--- src/pkg/mode_select_pkg.sv ---
// Constants and signal groups for the connector mode selection block.
// Assumes a single 200 MHz clock and a power-on reset that marks supply in tolerance.
// Overview of operation
// RULE1 - Ignore all interface inputs for 19 msec.
// RULE2 - Strap negated after interval: card mode or silent.
// RULE3 - Never resample strap on hard/soft reset.
// RULE4 - Host asserts strap before power, holds it.
// RULE5 - Both presence detect outputs tied low.
// RULE6 - Host drives control select on both positions.
// RULE7 - Use only one control select position.
// RULE8 - Implement position select or cable select, one.
// RULE9 - Host provides both selects before power.
// RULE10 - DMA request and acknowledge implemented together.
// RULE11 - Unsupported ready or DMA request held negated.
// RULE12 - Native mode ignores card-only inputs.
// RULE13 - Reset polarity differs between host modes.
// RULE14 - Strap negated later in native: disable until off.
// RULE15 - Selects, reset, strap negated internally for hot insertion; reset is held asserted outside native mode here.
// RULE16 - Host resets devices on insertion or removal.
// RULE17 - Host detects insertion to protect commands.
// RULE18 - Latch mode at interval end until power off.
package mode_select_pkg;

    localparam int CLK_FREQ_KHZ = 200000;
    localparam int DEBOUNCE_MS = 19;
    localparam int DEBOUNCE_CYCLES = DEBOUNCE_MS * CLK_FREQ_KHZ;

    typedef enum logic [3:0] {
        ST_WAIT = 4'h1,
        ST_NATIVE = 4'h2,
        ST_CARD = 4'h4,
        ST_DISABLED = 4'h8
    } mode_state_type;

    // Host-side control strobes as seen at the connector, all active low except position select.
    typedef struct packed {
        logic chip_select_cmd_n;
        logic chip_select_ctl_n;
        logic reset_n;
        logic dma_acknowledge_n;
        logic position_select;
    } host_ctl_type;

    // Qualified controls handed to the protocol core, all active high.
    typedef struct packed {
        logic chip_select_cmd;
        logic chip_select_ctl;
        logic device_reset;
        logic dma_acknowledge;
        logic is_secondary;
    } core_ctl_type;

endpackage : mode_select_pkg

--- src/core/connector_mode_select.sv ---
// Power-up interface mode selection and pin qualification for the 68-pin connector.
// Assumes nrst_i is the power-on reset, released once supply is within tolerance.
`timescale 1ns/100ps
module connector_mode_select #(
    parameter int DEBOUNCE_CYCLES = mode_select_pkg::DEBOUNCE_CYCLES,
    parameter bit USE_CABLE_SELECT = 1'b1,
    parameter bit SUPPORT_DMA = 1'b1,
    parameter bit SUPPORT_READY = 1'b1
) (
    input wire logic sys_clk_i,
    input wire logic nrst_i,
    input wire logic interface_mode_select_n_i,
    input wire logic chip_select_cmd_n_i,
    input wire logic chip_select_ctl_n_i,
    input wire logic chip_select_ctl_alt_n_i,
    input wire logic host_reset_i,
    input wire logic position_select_n_i,
    input wire logic cable_position_select_i,
    input wire logic dma_acknowledge_n_i,
    input wire logic [6:0] card_address_i,
    input wire logic card_write_enable_n_i,
    input wire logic core_dma_request_i,
    input wire logic core_ready_i,
    output logic presence_detect_a_n_o,
    output logic presence_detect_b_n_o,
    output logic voltage_sense_a_n_o,
    output logic voltage_sense_a_n_oe_o,
    output logic voltage_sense_b_n_o,
    output logic voltage_sense_b_n_oe_o,
    output logic dma_request_o,
    output logic channel_ready_o,
    output logic native_mode_o,
    output logic card_mode_o,
    output logic device_disabled_o,
    output mode_select_pkg::core_ctl_type core_ctl_o
);

    if (DEBOUNCE_CYCLES < 1) begin : g_bad_debounce
        $error("DEBOUNCE_CYCLES must be at least one");
    end

    localparam int CNT_W = $clog2(DEBOUNCE_CYCLES + 1);
    localparam logic [CNT_W-1:0] CNT_LAST = CNT_W'(DEBOUNCE_CYCLES - 1);

    logic rst_meta;
    logic rst_sync_n;
    logic [CNT_W-1:0] debounce_count;
    logic debounce_done;
    mode_select_pkg::mode_state_type state;
    mode_select_pkg::mode_state_type next_state;
    mode_select_pkg::host_ctl_type host_ctl;

    always_ff @(posedge sys_clk_i or negedge nrst_i) begin
        if (!nrst_i) begin
            rst_meta <= 1'b0;
            rst_sync_n <= 1'b0;
        end else begin
            rst_meta <= 1'b1;
            rst_sync_n <= rst_meta;
        end
    end

    // Counts from power-on only; nothing else restarts it.
    always_ff @(posedge sys_clk_i or negedge rst_sync_n) begin
        if (!rst_sync_n) begin
            debounce_count <= '0;
            debounce_done <= 1'b0;
        end else if (!debounce_done) begin
            if (debounce_count == CNT_LAST) begin
                debounce_done <= 1'b1; // [RULE1]
            end else begin
                debounce_count <= debounce_count + 1'b1;
            end
        end
    end

    // The host reset input is not an input to this machine, so the mode
    // survives hard and soft resets and only a power cycle reopens it.
    always_comb begin
        next_state = state;
        case (state)
            mode_select_pkg::ST_WAIT: begin
                if (debounce_done) begin
                    if (!interface_mode_select_n_i) begin
                        next_state = mode_select_pkg::ST_NATIVE; // [RULE18]
                    end else begin
                        next_state = mode_select_pkg::ST_CARD; // [RULE2]
                    end
                end
            end
            mode_select_pkg::ST_NATIVE: begin
                if (interface_mode_select_n_i) begin
                    next_state = mode_select_pkg::ST_DISABLED; // [RULE14]
                end
            end
            mode_select_pkg::ST_CARD: next_state = mode_select_pkg::ST_CARD; // [RULE3]
            mode_select_pkg::ST_DISABLED: next_state = mode_select_pkg::ST_DISABLED;
            default: next_state = mode_select_pkg::ST_DISABLED;
        endcase
    end

    always_ff @(posedge sys_clk_i or negedge rst_sync_n) begin
        if (!rst_sync_n) begin
            state <= mode_select_pkg::ST_WAIT;
        end else begin
            state <= next_state;
        end
    end

    // Until native mode is settled every strobe but reset reads as negated, which
    // keeps a hot-inserted device from being selected falsely.
    always_comb begin
        host_ctl = '1; // [RULE15]
        // The core is kept in reset outside native mode, so a card host or a
        // disabled slot can never start it.
        host_ctl.reset_n = 1'b0; // [RULE13]
        host_ctl.position_select = 1'b0;
        if (state == mode_select_pkg::ST_NATIVE) begin
            host_ctl.chip_select_cmd_n = chip_select_cmd_n_i;
            // The alternate control select position is left unused.
            host_ctl.chip_select_ctl_n = chip_select_ctl_n_i; // [RULE7]
            // Native reset is active low; a card host drives it high in reset,
            // so a device left unconfigured there stays held in reset.
            host_ctl.reset_n = host_reset_i; // [RULE13]
            host_ctl.dma_acknowledge_n = SUPPORT_DMA ? dma_acknowledge_n_i : 1'b1; // [RULE10]
            host_ctl.position_select = USE_CABLE_SELECT ? cable_position_select_i
                                                        : !position_select_n_i; // [RULE8]
        end
    end

    always_ff @(posedge sys_clk_i or negedge rst_sync_n) begin
        if (!rst_sync_n) begin
            core_ctl_o <= '0;
            core_ctl_o.device_reset <= 1'b1;
        end else begin
            core_ctl_o.chip_select_cmd <= !host_ctl.chip_select_cmd_n;
            core_ctl_o.chip_select_ctl <= !host_ctl.chip_select_ctl_n;
            core_ctl_o.device_reset <= !host_ctl.reset_n;
            core_ctl_o.dma_acknowledge <= !host_ctl.dma_acknowledge_n;
            core_ctl_o.is_secondary <= host_ctl.position_select;
        end
    end

    always_ff @(posedge sys_clk_i or negedge rst_sync_n) begin
        if (!rst_sync_n) begin
            dma_request_o <= 1'b0;
            channel_ready_o <= 1'b0;
        end else begin
            dma_request_o <= SUPPORT_DMA && state == mode_select_pkg::ST_NATIVE
                             && core_dma_request_i; // [RULE11] [RULE10]
            channel_ready_o <= SUPPORT_READY && state == mode_select_pkg::ST_NATIVE
                               && core_ready_i; // [RULE11]
        end
    end

    // Card-only address, write-enable and sense pins feed nothing here;
    // the sense pins are released so the device never drives them.
    always_ff @(posedge sys_clk_i or negedge rst_sync_n) begin
        if (!rst_sync_n) begin
            presence_detect_a_n_o <= 1'b0;
            presence_detect_b_n_o <= 1'b0;
            voltage_sense_a_n_o <= 1'b0;
            voltage_sense_a_n_oe_o <= 1'b1;
            voltage_sense_b_n_o <= 1'b0;
            voltage_sense_b_n_oe_o <= 1'b1;
        end else begin
            presence_detect_a_n_o <= 1'b0; // [RULE5]
            presence_detect_b_n_o <= 1'b0; // [RULE5]
            voltage_sense_a_n_o <= 1'b0;
            voltage_sense_a_n_oe_o <= 1'b1; // [RULE12]
            voltage_sense_b_n_o <= 1'b0;
            voltage_sense_b_n_oe_o <= 1'b1; // [RULE12]
        end
    end

    always_ff @(posedge sys_clk_i or negedge rst_sync_n) begin
        if (!rst_sync_n) begin
            native_mode_o <= 1'b0;
            card_mode_o <= 1'b0;
            device_disabled_o <= 1'b0;
        end else begin
            native_mode_o <= next_state == mode_select_pkg::ST_NATIVE;
            card_mode_o <= next_state == mode_select_pkg::ST_CARD;
            device_disabled_o <= next_state == mode_select_pkg::ST_DISABLED;
        end
    end

endmodule : connector_mode_select

--- config.mk ---
export PLATFORM = sky130hd
export DESIGN_NAME = connector_mode_select
export DESIGN_NICKNAME = d
export VERILOG_FILES = /design/src/pkg/mode_select_pkg.sv /design/src/core/connector_mode_select.sv
export SDC_FILE = /design/constraint.sdc
export NUM_CORES = 1
export LEC_CHECK = 0
export ABC_AREA = 1
export BUFFER_PORTS_ARGS = -buffer_cell sky130_fd_sc_hd__buf_4
export CAP_MARGIN = 20
export CORE_AREA = 2 2 70 72
export DETAILED_ROUTE_END_ITERATION = 10
export DIE_AREA = 0 0 72 74
export GPL_ROUTABILITY_DRIVEN = 0
export PLACE_DENSITY = 0.72
export SYNTH_ARGS = -nofsm -noshare
export SYNTH_HDL_FRONTEND = slang
export SYNTH_SLANG_ARGS = --single-unit
--- constraint.sdc ---
create_clock -name sys_clk_i -period 1.6 [get_ports sys_clk_i]
set_input_delay 0.24 -clock sys_clk_i [delete_from_list [all_inputs] [get_ports sys_clk_i]]
set_output_delay 0.24 -clock sys_clk_i [all_outputs]
set_load 0.01 [all_outputs]
=== Yosys cells after proc, flatten, opt, wreduce, memory -nomap -nowiden ===
Cells that the tools add are included.

* Memories: 0
* Bits in latches: 0
* Output and inout bits: 16
* Register bits after elaboration: 39
* RAM bits: 0
* Bits in read-only memories: 0

* Bitwise operators: 2
* Multiply operators: 0
* Add/sub/neg operators: 1
* Equality and inequality tests: 7
* $lt $le $gt $ge: 0
* Shift-type cells: 0
* Multiplexer cells: 7
* Reductions and logical operators: 7
* Div/mod/pow operators: 0

{| class="wikitable"
|+ Operators by type and width
! cell !! count
|-
| 22-bit by 1-bit adder with 22-bit output, second input constant || 1
|-
| 22-bit equality test, second input constant || 1
|-
| 4-bit one-hot mux with 3 select lines || 1
|-
| 4-bit by 2-bit equality test with 1-bit output, second input constant || 2
|-
| 4-bit by 3-bit equality test with 1-bit output, second input constant || 2
|-
| 4-bit 2-to-1 mux || 2
|-
| 5-bit 2-to-1 mux || 1
|-
| 4-bit by 1-bit equality test with 1-bit output, second input constant || 1
|-
| 4-bit equality test, second input constant || 1
|-
| 1-bit logical NOT || 4
|-
| 3-bit 2-to-1 mux || 1
|-
| 1-bit logical AND || 2
|-
| 1-bit 2-to-1 mux || 2
|-
| 1-bit inverter || 2
|-
| 2-bit AND reduction || 1
|}

=== Logic depth before layout (Yosys ltp) ===
Gate-level depths: netlist of run 1.

* Word-level depth: 4
* Gate-level depth with buffers: 9

=== Worst setup path before layout of run 1 ===
No wires, ideal clock.

* Path type: register to register
* Start: reg debounce_count[0]
* End: reg debounce_count[2]
* Period minus slack after synthesis: 1422 ps
* Path buffers: 1
* Stages on the path, launching flop included: 8
* Setup time: 127 ps
* Arrival: 1294 ps
* Path slack: 178 ps
* Cells stage by stage: dfrtp_1 -> ha_1 -> nand3_4 -> nor3_4 -> nand3_4 -> nand2_4 -> buf_12 -> o21ai_0

* Longest elaborated chain between the ends: 3

{| class="wikitable"
|+ Ends and longest elaborated chain
! element !! RTL line !! text
|-
| from (decl) || connector_mode_select.sv:47 || <nowiki>logic [CNT_W-1:0] debounce_count;</nowiki>
|-
| from (signal assigned) || connector_mode_select.sv:72 || <nowiki>debounce_count <= debounce_count + 1'b1;</nowiki>
|-
| branches (longest 3 deep; another with 22-bit by 1-bit adder with 22-bit output) || -- ||
|}

Parallel ways; which one is timed is not known.
A chain may end at the register's enable or synchronous reset.

=== Worst setup path in the final report of run 1 ===
* Start: reg debounce_count[0]
* End: reg debounce_count[1]

Same word-level chain as after synthesis.

==> results of run 1 <==
## power groups by stage
stage               Combinational, mW  Clock, mW  Sequential [mW]
finish                         0.0489      0.834            0.988
detailed placement             0.0493          0             1.01
global placement               0.0484          0             1.01
CTS                            0.0513      0.857            0.988
floorplan                      0.0198          0             1.02
global route                   0.0570      0.909            0.989
## metrics by stage
step                      power [mW]  hold WS (ps)  cells  area [sq um]  util [%]
after detailed placement        1.06          24.3    317          2210      48.0
final                           1.87          77.2    326          2340      50.9
after global placement          1.06          23.3    317          2210      48.0
after CTS                       1.90          69.4    326          2330      50.7
after global routing            1.95          54.5    326          2340      50.9
after floorplan                 1.04         -55.6    241          1980         -
## timing repair
item | in CTS | in global routing
gates resized for setup | 0 | 3
setup endpoints to repair | 0 | 10
hold buffers | 1 | 0
hold endpoints to repair | 2 | 0
## logic make-up (layout without fill, tap and decap cells)
group,Yosys count,count (layout),synth area share (%)
compound gates,8,8,2.23
fa+ha+maj,1,1,0.637
xor+xnor,10,10,4.46
flops,39,39,49.8
buf+inv,33,64,8.28
other cells,2,7,0.382
simple gates,143,143,34.2
## cells in the final DEF (no fill, tap or decap), drive strengths merged
cell type,instances
dfstp,2
conb,7
inv,26
nand4,9
nor3,3
nand3b,5
buf,30
nor2,35
nand2,76
clkinvlp,1
dlygate4sd3,1
clkbuf,5
dfrtp,37
xnor2,7
o21ai,6
ha,1
nor3b,1
bufinv,1
xor2,3
a21oi,2
nand3,14
## worst min path at each step
stage / to / slack (ps) / cells after the start
floorplan: rst_meta / -60 / 0
global placement: rst_meta / 20 / 1
detailed placement: rst_sync_n / 20 / 1
CTS: core_ctl_o[4] / 70 / 2
global route: core_ctl_o[4] / 50 / 2
finish: core_ctl_o[1] / 80 / 2
## metal layers
metal  vias up  routed length [um]  global-route usage (%)
met3         5                 196                    6.91
li1        793                   -                       -
met2        26                1760                    26.7
met4         0                  55                    5.03
met5         -                   0                       0
met1       738                1720                    21.0
## worst register-to-register path, stage by stage, from the launching register on
cell	delay (ps)
dfrtp_1	360
ha_2	250
nand3_4	120
nor3_4	200
nand3_4	110
nand2_4	80
inv_1	100
nand2_1	90
nand2_1	50
## layout make-up
class / count / area, sq um
multi-input combinational: 169 / 852
fill: 446 / 2260
timing repair buffer: 31 / 235
inverter: 25 / 93.8
clock inverter: 3 / 46.3
clock buffer: 5 / 68.8
sequential: 39 / 978
tap: 54 / 67.6
==> summary.md, run 1 <==
| Metric | Value |
|---|---|
| Status | `finished clean` |
| RSZ-0062 raised after global routing | `no` |
| CTS Buf Count | `5` |
| Routed wire length | `3.72 mm` |
| Reg2Reg Depth | `8` |
| Pin count of the biggest net entering global routing | `26` |
| Rows | `25` |
| Pre-Repair DR Iteration Count | `4` |
| CTS tree | `yes` |
| P_leak | `1.15 nW` |
| Post-synth top area share | `47.1%` |
| Fraction of registers with async set/reset | `100%` |
| All-Layer GR Usage | `between 15 and 20%` |
| Crit path depth | `8` |
| Post-synth EDFFs | `0` |
| Largest regs | `debounce_count x22, core_ctl_o x5, state x4` |
| Antenna violations before repair | `0` |
| CP Max Fanout | `6` |
| Flop-to-flop setup slack | `130 ps` |
| Worst EP required | `1790 ps` |
| DRC | `0` |
| Type of the tightest min-delay check | `primary input to register` |
| Logic gate share of total power | `2.6%` |
| Root buffer cell | `clkbuf_8` |
| Finish-stage setup viols | `0` |
| Vias in the first global route | `1556` |
| Average wire per standard cell | `11.4 um` |
| R2r endpoint | `debounce_count[1]` |
| Layout area overhead | `19.2%` |
| Final period util | `91.6%` |
| Iteration-0 DRC Markers | `74` |
| Fin nets | `292` |
| Flop pwr share | `a little over half` |
| FF-to-FF Start | `debounce_count[0]` |
| Post-Place Setup Slack | `103 ps` |
| Post-synth top flop | `dfrtp_1` |
| CP delay by family, top | `simple AND/OR/NAND/NOR gates` |
| Sequential element share of the synthesized area | `49.8%` |
| Input/output buffers | `19` |
| Slew Viols, Final | `0` |
| Hold Crit Start | `dma_acknowledge_n_i` |
| Max_cap viols | `0` |
| Post-synth cell types | `26` |
| Peak supply drop | `approximately 0.00057 V` |
| WP buf/inv | `1` |
| Sw power | `396 uW` |
| Initial core utilization | `42.7%` |
| Top Ports | `36` |
| Crit path to | `debounce_count[1]` |
| Syn Area/Cell | `8.32 sq um` |
| Top post-synthesis cells by area | `dfrtp_1 47%, nand2_1 13%, nor2_1 6.1%` |
| Die height | `roughly 74 um` |
| Post-DRT Antenna Nets | `0` |
| Kind of critical path | `register to register` |
| CP Launch Type | `register` |
| Final Hold Fails | `0` |
| Setup bufs post-CTS | `0` |
| Crit path time final | `about 1500 ps` |
| Cells along the critical path | `ha_2 -> nand3_4 -> nor3_4 -> nand3_4 -> nand2_4 -> inv_1 -> nand2_1 -> nand2_1` |
| Top reg by flops | `debounce_count` |
| Clk_lat worst skew | `300 ps` |
| First-pass GRT wire length | `approximately 7 mm` |
| Post-route worst setup slack | `~130 ps` |
| Setup TNS | `0 ps` |
| Via count normalized by instance count | `about 4.8` |
| CP arrival | `1660 ps` |
| Max Buffers Root-to-Sink | `2` |
| Sw Share | `a little over a fifth` |
| Cell count after synthesis | `around 240` |
| Most common cell in the netlist | `nand2_1` |
| Die X | `between 70 and 80 um` |
| Die Footprint | `5330 sq um` |
| HPWL Detailed | `2.82 mm` |
| Clk network pwr share | `44.6%` |
| Critical Path Source | `debounce_count[0]` |
| Mapped Area | `approximately 2000 sq um` |
| Slowest CP cell | `dfrtp_1` |
| Max reg flops | `22` |
| Ant. Diodes | `0` |
| FMAX | `682 MHz` |
| Leading area contributor after synthesis | `dfrtp_1` |
| Slowest stage delay, CP | `360 ps` |
| # H-tree levels | `2` |
| Total gr overflow | `0` |
| Ratio of cells with drive above 1 in the final layout | `20.6%` |
| Clock tree sinks | `39` |
| Worst setup EP type | `register` |
| Clock Skew | `6.16 ps` |
| Vias after detailed routing | `about 1600` |
| Clock slew at reported path FFs | `roughly 80 ps` |
| Most frequent cells after synthesis | `70 x nand2_1, 37 x dfrtp_1, 32 x nor2_1` |
| Yosys reg bits | `39` |
| Pwr dens | `799 nW/um^2` |
| Core area | `4600 sq um` |
| Pint | `1.48 mW` |
| Synth warnings | `0` |
No activity file was read; power rests on OpenSTA's default activity.
==> run 2, diff against run 1 <==
- CELL_PAD_IN_SITES_DETAIL_PLACEMENT: default -> 0
- CELL_PAD_IN_SITES_GLOBAL_PLACEMENT: default -> 1
- CORE_AREA: 2 2 70 72 -> 2 2 74 76
- DIE_AREA: 0 0 72 74 -> 0 0 76 78
- PLACE_DENSITY: 0.72 -> 0.83
==> summary.md, run 2 (synthesis gave the netlist of run 1 again) <==
| Metric | Value |
|---|---|
| Iteration-0 DRC Markers | `83 (+12%)` |
| CP Launch Type | `register` |
| Layout area overhead | `21.7%` |
| R2r endpoint | `debounce_count[6]` |
| DRC | `0 (unchanged)` |
| Final Core Density | `47.4% (-3.5 points)` |
| Global routing usage on met3 | `4.53% (-2.4 points)` |
| Rows | `26 (+4.0%)` |
| Die Footprint | `5930 sq um (+11%)` |
| All-Layer GR Usage | `14.8% (-1.9 points)` |
| Clock Skew | `7.80 ps (+1.65 ps)` |
| Crit path time final | `1480 ps (+16.5 ps)` |
| Clk_lat worst skew | `290 ps (about the same)` |
| Die X | `76 um (+5.6%)` |
| Slowest stage delay, CP | `400 ps (+40 ps)` |
| Max reg flops | `22 (unchanged)` |
| First-pass GRT wire length | `7.05 mm (+2.5%)` |
| Pwr dens | `783 nW/um^2 (-2.0%)` |
| Met1 Use GR | `18.2% (-2.8 points)` |
| Final period util | `92.7% (+1.0 points)` |
| FMAX | `674 MHz (-1.1%)` |
| Largest regs | `debounce_count x22, core_ctl_o x5, state x4` |
| Total gr overflow | `0 (unchanged)` |
| Antenna violations before repair | `0 (unchanged)` |
| Pin count of the biggest net entering global routing | `24 (-7.7%)` |
| Hold Path Depth | `2 (unchanged)` |
| Met2 Usage GRT | `24.9% (-1.8 points)` |
| Cells along the critical path | `ha_2 -> nand3_4 -> nor3_4 -> nand3_4 -> nand2_4 -> inv_1 -> nand2_1 -> nand2_1` |
| Top reg by flops | `debounce_count` |
| Top Ports | `36 (unchanged)` |
| Worst setup EP type | `register` |
| FF-to-FF Start | `debounce_count[0]` |
| Fin nets | `292 (unchanged)` |
| HPWL Detailed | `3.05 mm (+8.1%)` |
| CP arrival | `1670 ps (about the same)` |
| Input/output buffers | `19 (unchanged)` |
| Slew Viols, Final | `0 (unchanged)` |
| Worst EP required | `1790 ps (about the same)` |
| Average wire per standard cell | `11.4 um (-0.38%)` |
| Max_cap viols | `0 (unchanged)` |
| Ratio of cells with drive above 1 in the final layout | `22.1% (+1.5 points)` |
| Flop-to-flop setup slack | `120 ps (-20 ps)` |
| Initial core utilization | `39.0% (-3.8 points)` |
| Type of the tightest min-delay check | `primary input to register` |
| Hold Crit Start | `chip_select_cmd_n_i` |
| CP Max Fanout | `6 (unchanged)` |
| WP buf/inv | `1 (unchanged)` |
| Max Buffers Root-to-Sink | `2 (unchanged)` |
| Non-Filler Instances | `342 (+4.9%)` |
| Via count normalized by instance count | `4.58 (-4.4%)` |
| Placed cells | `333 (+5.0%)` |
| Vias after detailed routing | `1566 (+0.26%)` |
| Clock slew at reported path FFs | `80 ps (about the same)` |
| Status | `finished clean` |
| Reg2Reg Depth | `8 (unchanged)` |
| Hold path endpoint | `core_ctl_o[4]` |
| CTS Buf Count | `5 (unchanged)` |
| Ant. Diodes | `0 (unchanged)` |
| Pre-Repair DR Iteration Count | `4 (unchanged)` |
| Commonest non-fill, non-tap cells in the layout | `69 x nand2_1, 36 x dfrtp_1, 31 x nor2_1` |
| Final Hold Fails | `0 (unchanged)` |
| Kind of critical path | `register to register` |
| Clock tree sinks | `39 (unchanged)` |
| CTS tree | `yes` |
| Global-route layer with the greatest usage | `met2` |
| Vias in the first global route | `1645 (+5.7%)` |
| Routed wire length | `3.89 mm (+4.5%)` |
| P_leak | `1.16 nW (+0.39%)` |
| Post-DRT Antenna Nets | `0 (unchanged)` |
| CP delay by family, top | `simple AND/OR/NAND/NOR gates` |
| # H-tree levels | `2 (unchanged)` |
| Peak supply drop | `0.000620 V (+8.8%)` |
| Slowest CP cell | `dfrtp_1` |
| Most common cell after layout, fill and taps aside | `nand2_1` |
| Finish-stage setup viols | `0 (unchanged)` |
| Core area | `5040 sq um (+9.7%)` |
| Setup TNS | `0 ps (unchanged)` |
| Die height | `78 um (+5.4%)` |
| Root buffer cell | `clkbuf_8` |
-- run 2: worst max-delay path by stage --
stage / start / end / depth (start not counted)
6_report: debounce_count[0] / debounce_count[6] / 8
5_1_grt: debounce_count[1] / debounce_count[14] / 8
4_1_cts: debounce_count[0] / debounce_count[16] / 7
3_5_place_dp: debounce_count[0] / debounce_count[6] / 8
3_3_place_gp: debounce_count[0] / debounce_count[16] / 7
2_1_floorplan: debounce_count[0] / debounce_count[2] / 7
-- run 2: stage by stage --
step | total power [mW] | cell area [sq um] | hold WS, ps | worst slack, ps
after floorplan | 1.04 | 1980 | -55.6 | 178
after global placement | 1.06 | 2240 | 22.7 | 132
after detailed placement | 1.06 | 2240 | 23.4 | 99.9
after CTS | 1.90 | 2370 | 69.4 | 89.0
after global routing | 1.97 | 2390 | 64.8 | -0.390
final | 1.87 | 2390 | 79.5 | 117
-- run 2: metal layers --
layer,up-vias,wire (um)
li1,794,-
met1,729,1830
met2,34,1800
met5,-,0
met3,9,187
met4,0,71
-- run 2: final cells by class --
cell class,count,area (sq um)
clock buffer,5,68.8
inverter,25,93.8
sequential,39,980
fill,506,2650
clock inverter,3,47.5
tap,70,87.6
multi-input combinational,169,865
timing repair buffer,31,248
-- run 2: worst reg2reg max path: stages (launching register included) --
cell and delay (ps):
dfrtp_1 400, ha_2 220, nand3_4 110, nor3_4 200, nand3_4 110, nand2_4 90, inv_1 110, nand2_1 80
nand2_1 50
-- run 2: power breakdown --
part,switching (mW),internal (mW)
clock network,0.362,0.472
logic,0.0299,0.0192
registers,0.00106,0.988
-- run 2: repair_timing --
| item | CTS | global route |
|---|---|---|
| endpoints found under the setup margin | 0 | 5 |
| gates resized for setup | 0 | 7 |
| hold buffers | 1 | 0 |
| hold endpoints to repair | 2 | 0 |
| setup buffers | 0 | 0 |
==> run 3, diff against run 2 <==
- CELL_PAD_IN_SITES_DETAIL_PLACEMENT: 0 -> 1
- CELL_PAD_IN_SITES_GLOBAL_PLACEMENT: 1 -> 2
- CORE_AREA: 2 2 74 76 -> 2 2 82 84
- DIE_AREA: 0 0 76 78 -> 0 0 84 86
- PLACE_DENSITY: 0.83 -> 0.84
==> summary.md, run 3 (synthesis gave the netlist of run 1 again) <==
| Metric | Value |
|---|---|
| Final Hold Fails | `0 (unchanged)` |
| DRC | `0 (unchanged)` |
| Most common cell after layout, fill and taps aside | `nand2_1` |
| Die Footprint | `7220 sq um (+22%)` |
| Kind of critical path | `register to register` |
| Pwr dens | `746 nW/um^2 (-4.8%)` |
| Clock Skew | `7.63 ps (-0.176 ps)` |
| Slew Viols, Final | `0 (unchanged)` |
| Fin nets | `293 (+0.34%)` |
| All-Layer GR Usage | `13.0% (-1.9 points)` |
| CP Max Fanout | `6 (unchanged)` |
| Top Ports | `36 (unchanged)` |
| FMAX | `678 MHz (+0.48%)` |
| # H-tree levels | `2 (unchanged)` |
| Largest regs | `debounce_count x22, core_ctl_o x5, state x4` |
| Root buffer cell | `clkbuf_8` |
| Setup TNS | `0 ps (unchanged)` |
| Core area | `6280 sq um (+24%)` |
| CTS Buf Count | `5 (unchanged)` |
| Total gr overflow | `0 (unchanged)` |
| Iteration-0 DRC Markers | `49 (-41%)` |
| Average wire per standard cell | `12.8 um (+12%)` |
| Placed cells | `339 (+1.8%)` |
| Type of the tightest min-delay check | `primary input to register` |
| Status | `finished clean` |
| Hold Path Depth | `2 (unchanged)` |
| Ratio of cells with drive above 1 in the final layout | `21.2% (-0.81 points)` |
| Worst setup EP type | `register` |
| Post-Place Setup Slack | `82.3 ps (-17.7 ps)` |
| Top reg by flops | `debounce_count` |
| Finish-stage setup viols | `0 (unchanged)` |
| Clk_lat worst skew | `300 ps (about the same)` |
| Routed wire length | `4.47 mm (+15%)` |
| Final period util | `92.2% (-0.44 points)` |
| Peak supply drop | `0.000475 V (-23%)` |
| Die X | `84 um (+11%)` |
| Commonest non-fill, non-tap cells in the layout | `70 x nand2_1, 36 x dfrtp_1, 32 x nor2_1` |
| Post-DRT Antenna Nets | `0 (unchanged)` |
| Final Core Density | `37.7% (-9.7 points)` |
| Worst EP required | `1790 ps (about the same)` |
| Pin count of the biggest net entering global routing | `38 (+58%)` |
| First-pass GRT wire length | `7.47 mm (+6.0%)` |
| CP Launch Type | `register` |
| Vias after detailed routing | `1583 (+1.1%)` |
| CP arrival | `1670 ps (about the same)` |
| Max Buffers Root-to-Sink | `2 (unchanged)` |
| Max reg flops | `22 (unchanged)` |
| Pre-Repair DR Iteration Count | `4 (unchanged)` |
| Fill cell count | `787 (+56%)` |
| Clock tree sinks | `39 (unchanged)` |
| Initial core utilization | `31.3% (-7.7 points)` |
| Clock slew at reported path FFs | `80 ps (about the same)` |
| Vias in the first global route | `1587 (-3.5%)` |
| Rows | `29 (+12%)` |
| Antenna violations before repair | `0 (unchanged)` |
| Crit path time final | `1480 ps (-7.11 ps)` |
| Non-Filler Instances | `350 (+2.3%)` |
| Input/output buffers | `19 (unchanged)` |
| HPWL Detailed | `3.42 mm (+12%)` |
| CTS tree | `yes` |
| P_leak | `1.15 nW (-0.74%)` |
| Die height | `86 um (+10%)` |
| Max_cap viols | `0 (unchanged)` |
| Post-route worst setup slack | `124 ps (+7.11 ps)` |
| Layout area overhead | `20.4%` |
| Reg2Reg Depth | `8 (unchanged)` |
| Ant. Diodes | `0 (unchanged)` |
| RSZ-0062 raised after global routing | `no` |
| Via count normalized by instance count | `4.52 (-1.2%)` |
==> run 3: critical path: stages (launching register included) <==
cell	delay, ps
dfrtp_1	390
ha_2	220
nand3_4	110
nor3_4	180
nand3_4	100
nand2_4	100
inv_1	120
nand2_1	90
nand2_1	40
==> run 3: layout make-up <==
class / count / area [sq um] / area share [%]
clock inverters: 2 / 16.3 / 0.687
inverters: 25 / 93.8 / 3.97
multi-input cells: 169 / 855 / 36.1
well taps: 77 / 96.3 / 4.07
flip-flops and latches: 39 / 980 / 41.4
repair buffers: 32 / 243 / 10.3
clock buffers: 6 / 82.6 / 3.49
==> run 3: metal layers <==
layer / wire length, um / up-vias / track usage (%) / part of all wire, %
li1: - / 793 / - / -
met1: 2100 / 757 / 16.1 / 47
met2: 2120 / 28 / 22.2 / 47
met3: 203 / 5 / 4.04 / 4.5
met4: 41 / 0 / 3.08 / 0.92
met5: 0 / - / 0 / 0
==> run 3: path summary, 6_finish.rpt <==
check	from	end	slack (ps)
setup / recovery	debounce_count[0]	debounce_count[6]	120
hold / removal	dma_acknowledge_n_i	core_ctl_o[1]	80
setup reg to reg	debounce_count[0]	debounce_count[6]	120
hold reg to reg	rst_sync_n	debounce_count[21]	300
max in group asynchronous	rst_sync_n	debounce_count[14]	930
min in group asynchronous	nrst_i	rst_sync_n	260
==> run 3: what timing repair did <==
item,CTS,global route
buffers inserted,0,2
hold endpoints to repair,2,0
gates resized for setup,0,4
endpoints found under the setup margin,0,10
hold buffers,1,0
==> run 3: report_power, final <==
group | internal [mW] | total (mW) | switching (mW) | leakage (nW)
Clock | 0.352 | 0.728 | 0.376 | 0.0474
Combinational | 0.0176 | 0.0486 | 0.0310 | 0.591
Sequential | 0.987 | 0.988 | 0.000555 | 0.511
==> run 3: per-stage QoR <==
step | instance area, sq um | hold slack [ps] | total power [mW]
after floorplan | 1980 | -55.6 | 1.04
after global placement | 2230 | 23.6 | 1.06
after detailed placement | 2230 | 24.0 | 1.06
after CTS | 2340 | 69.9 | 1.80
after global routing | 2370 | 71.0 | 1.83
final | 2370 | 79.9 | 1.76
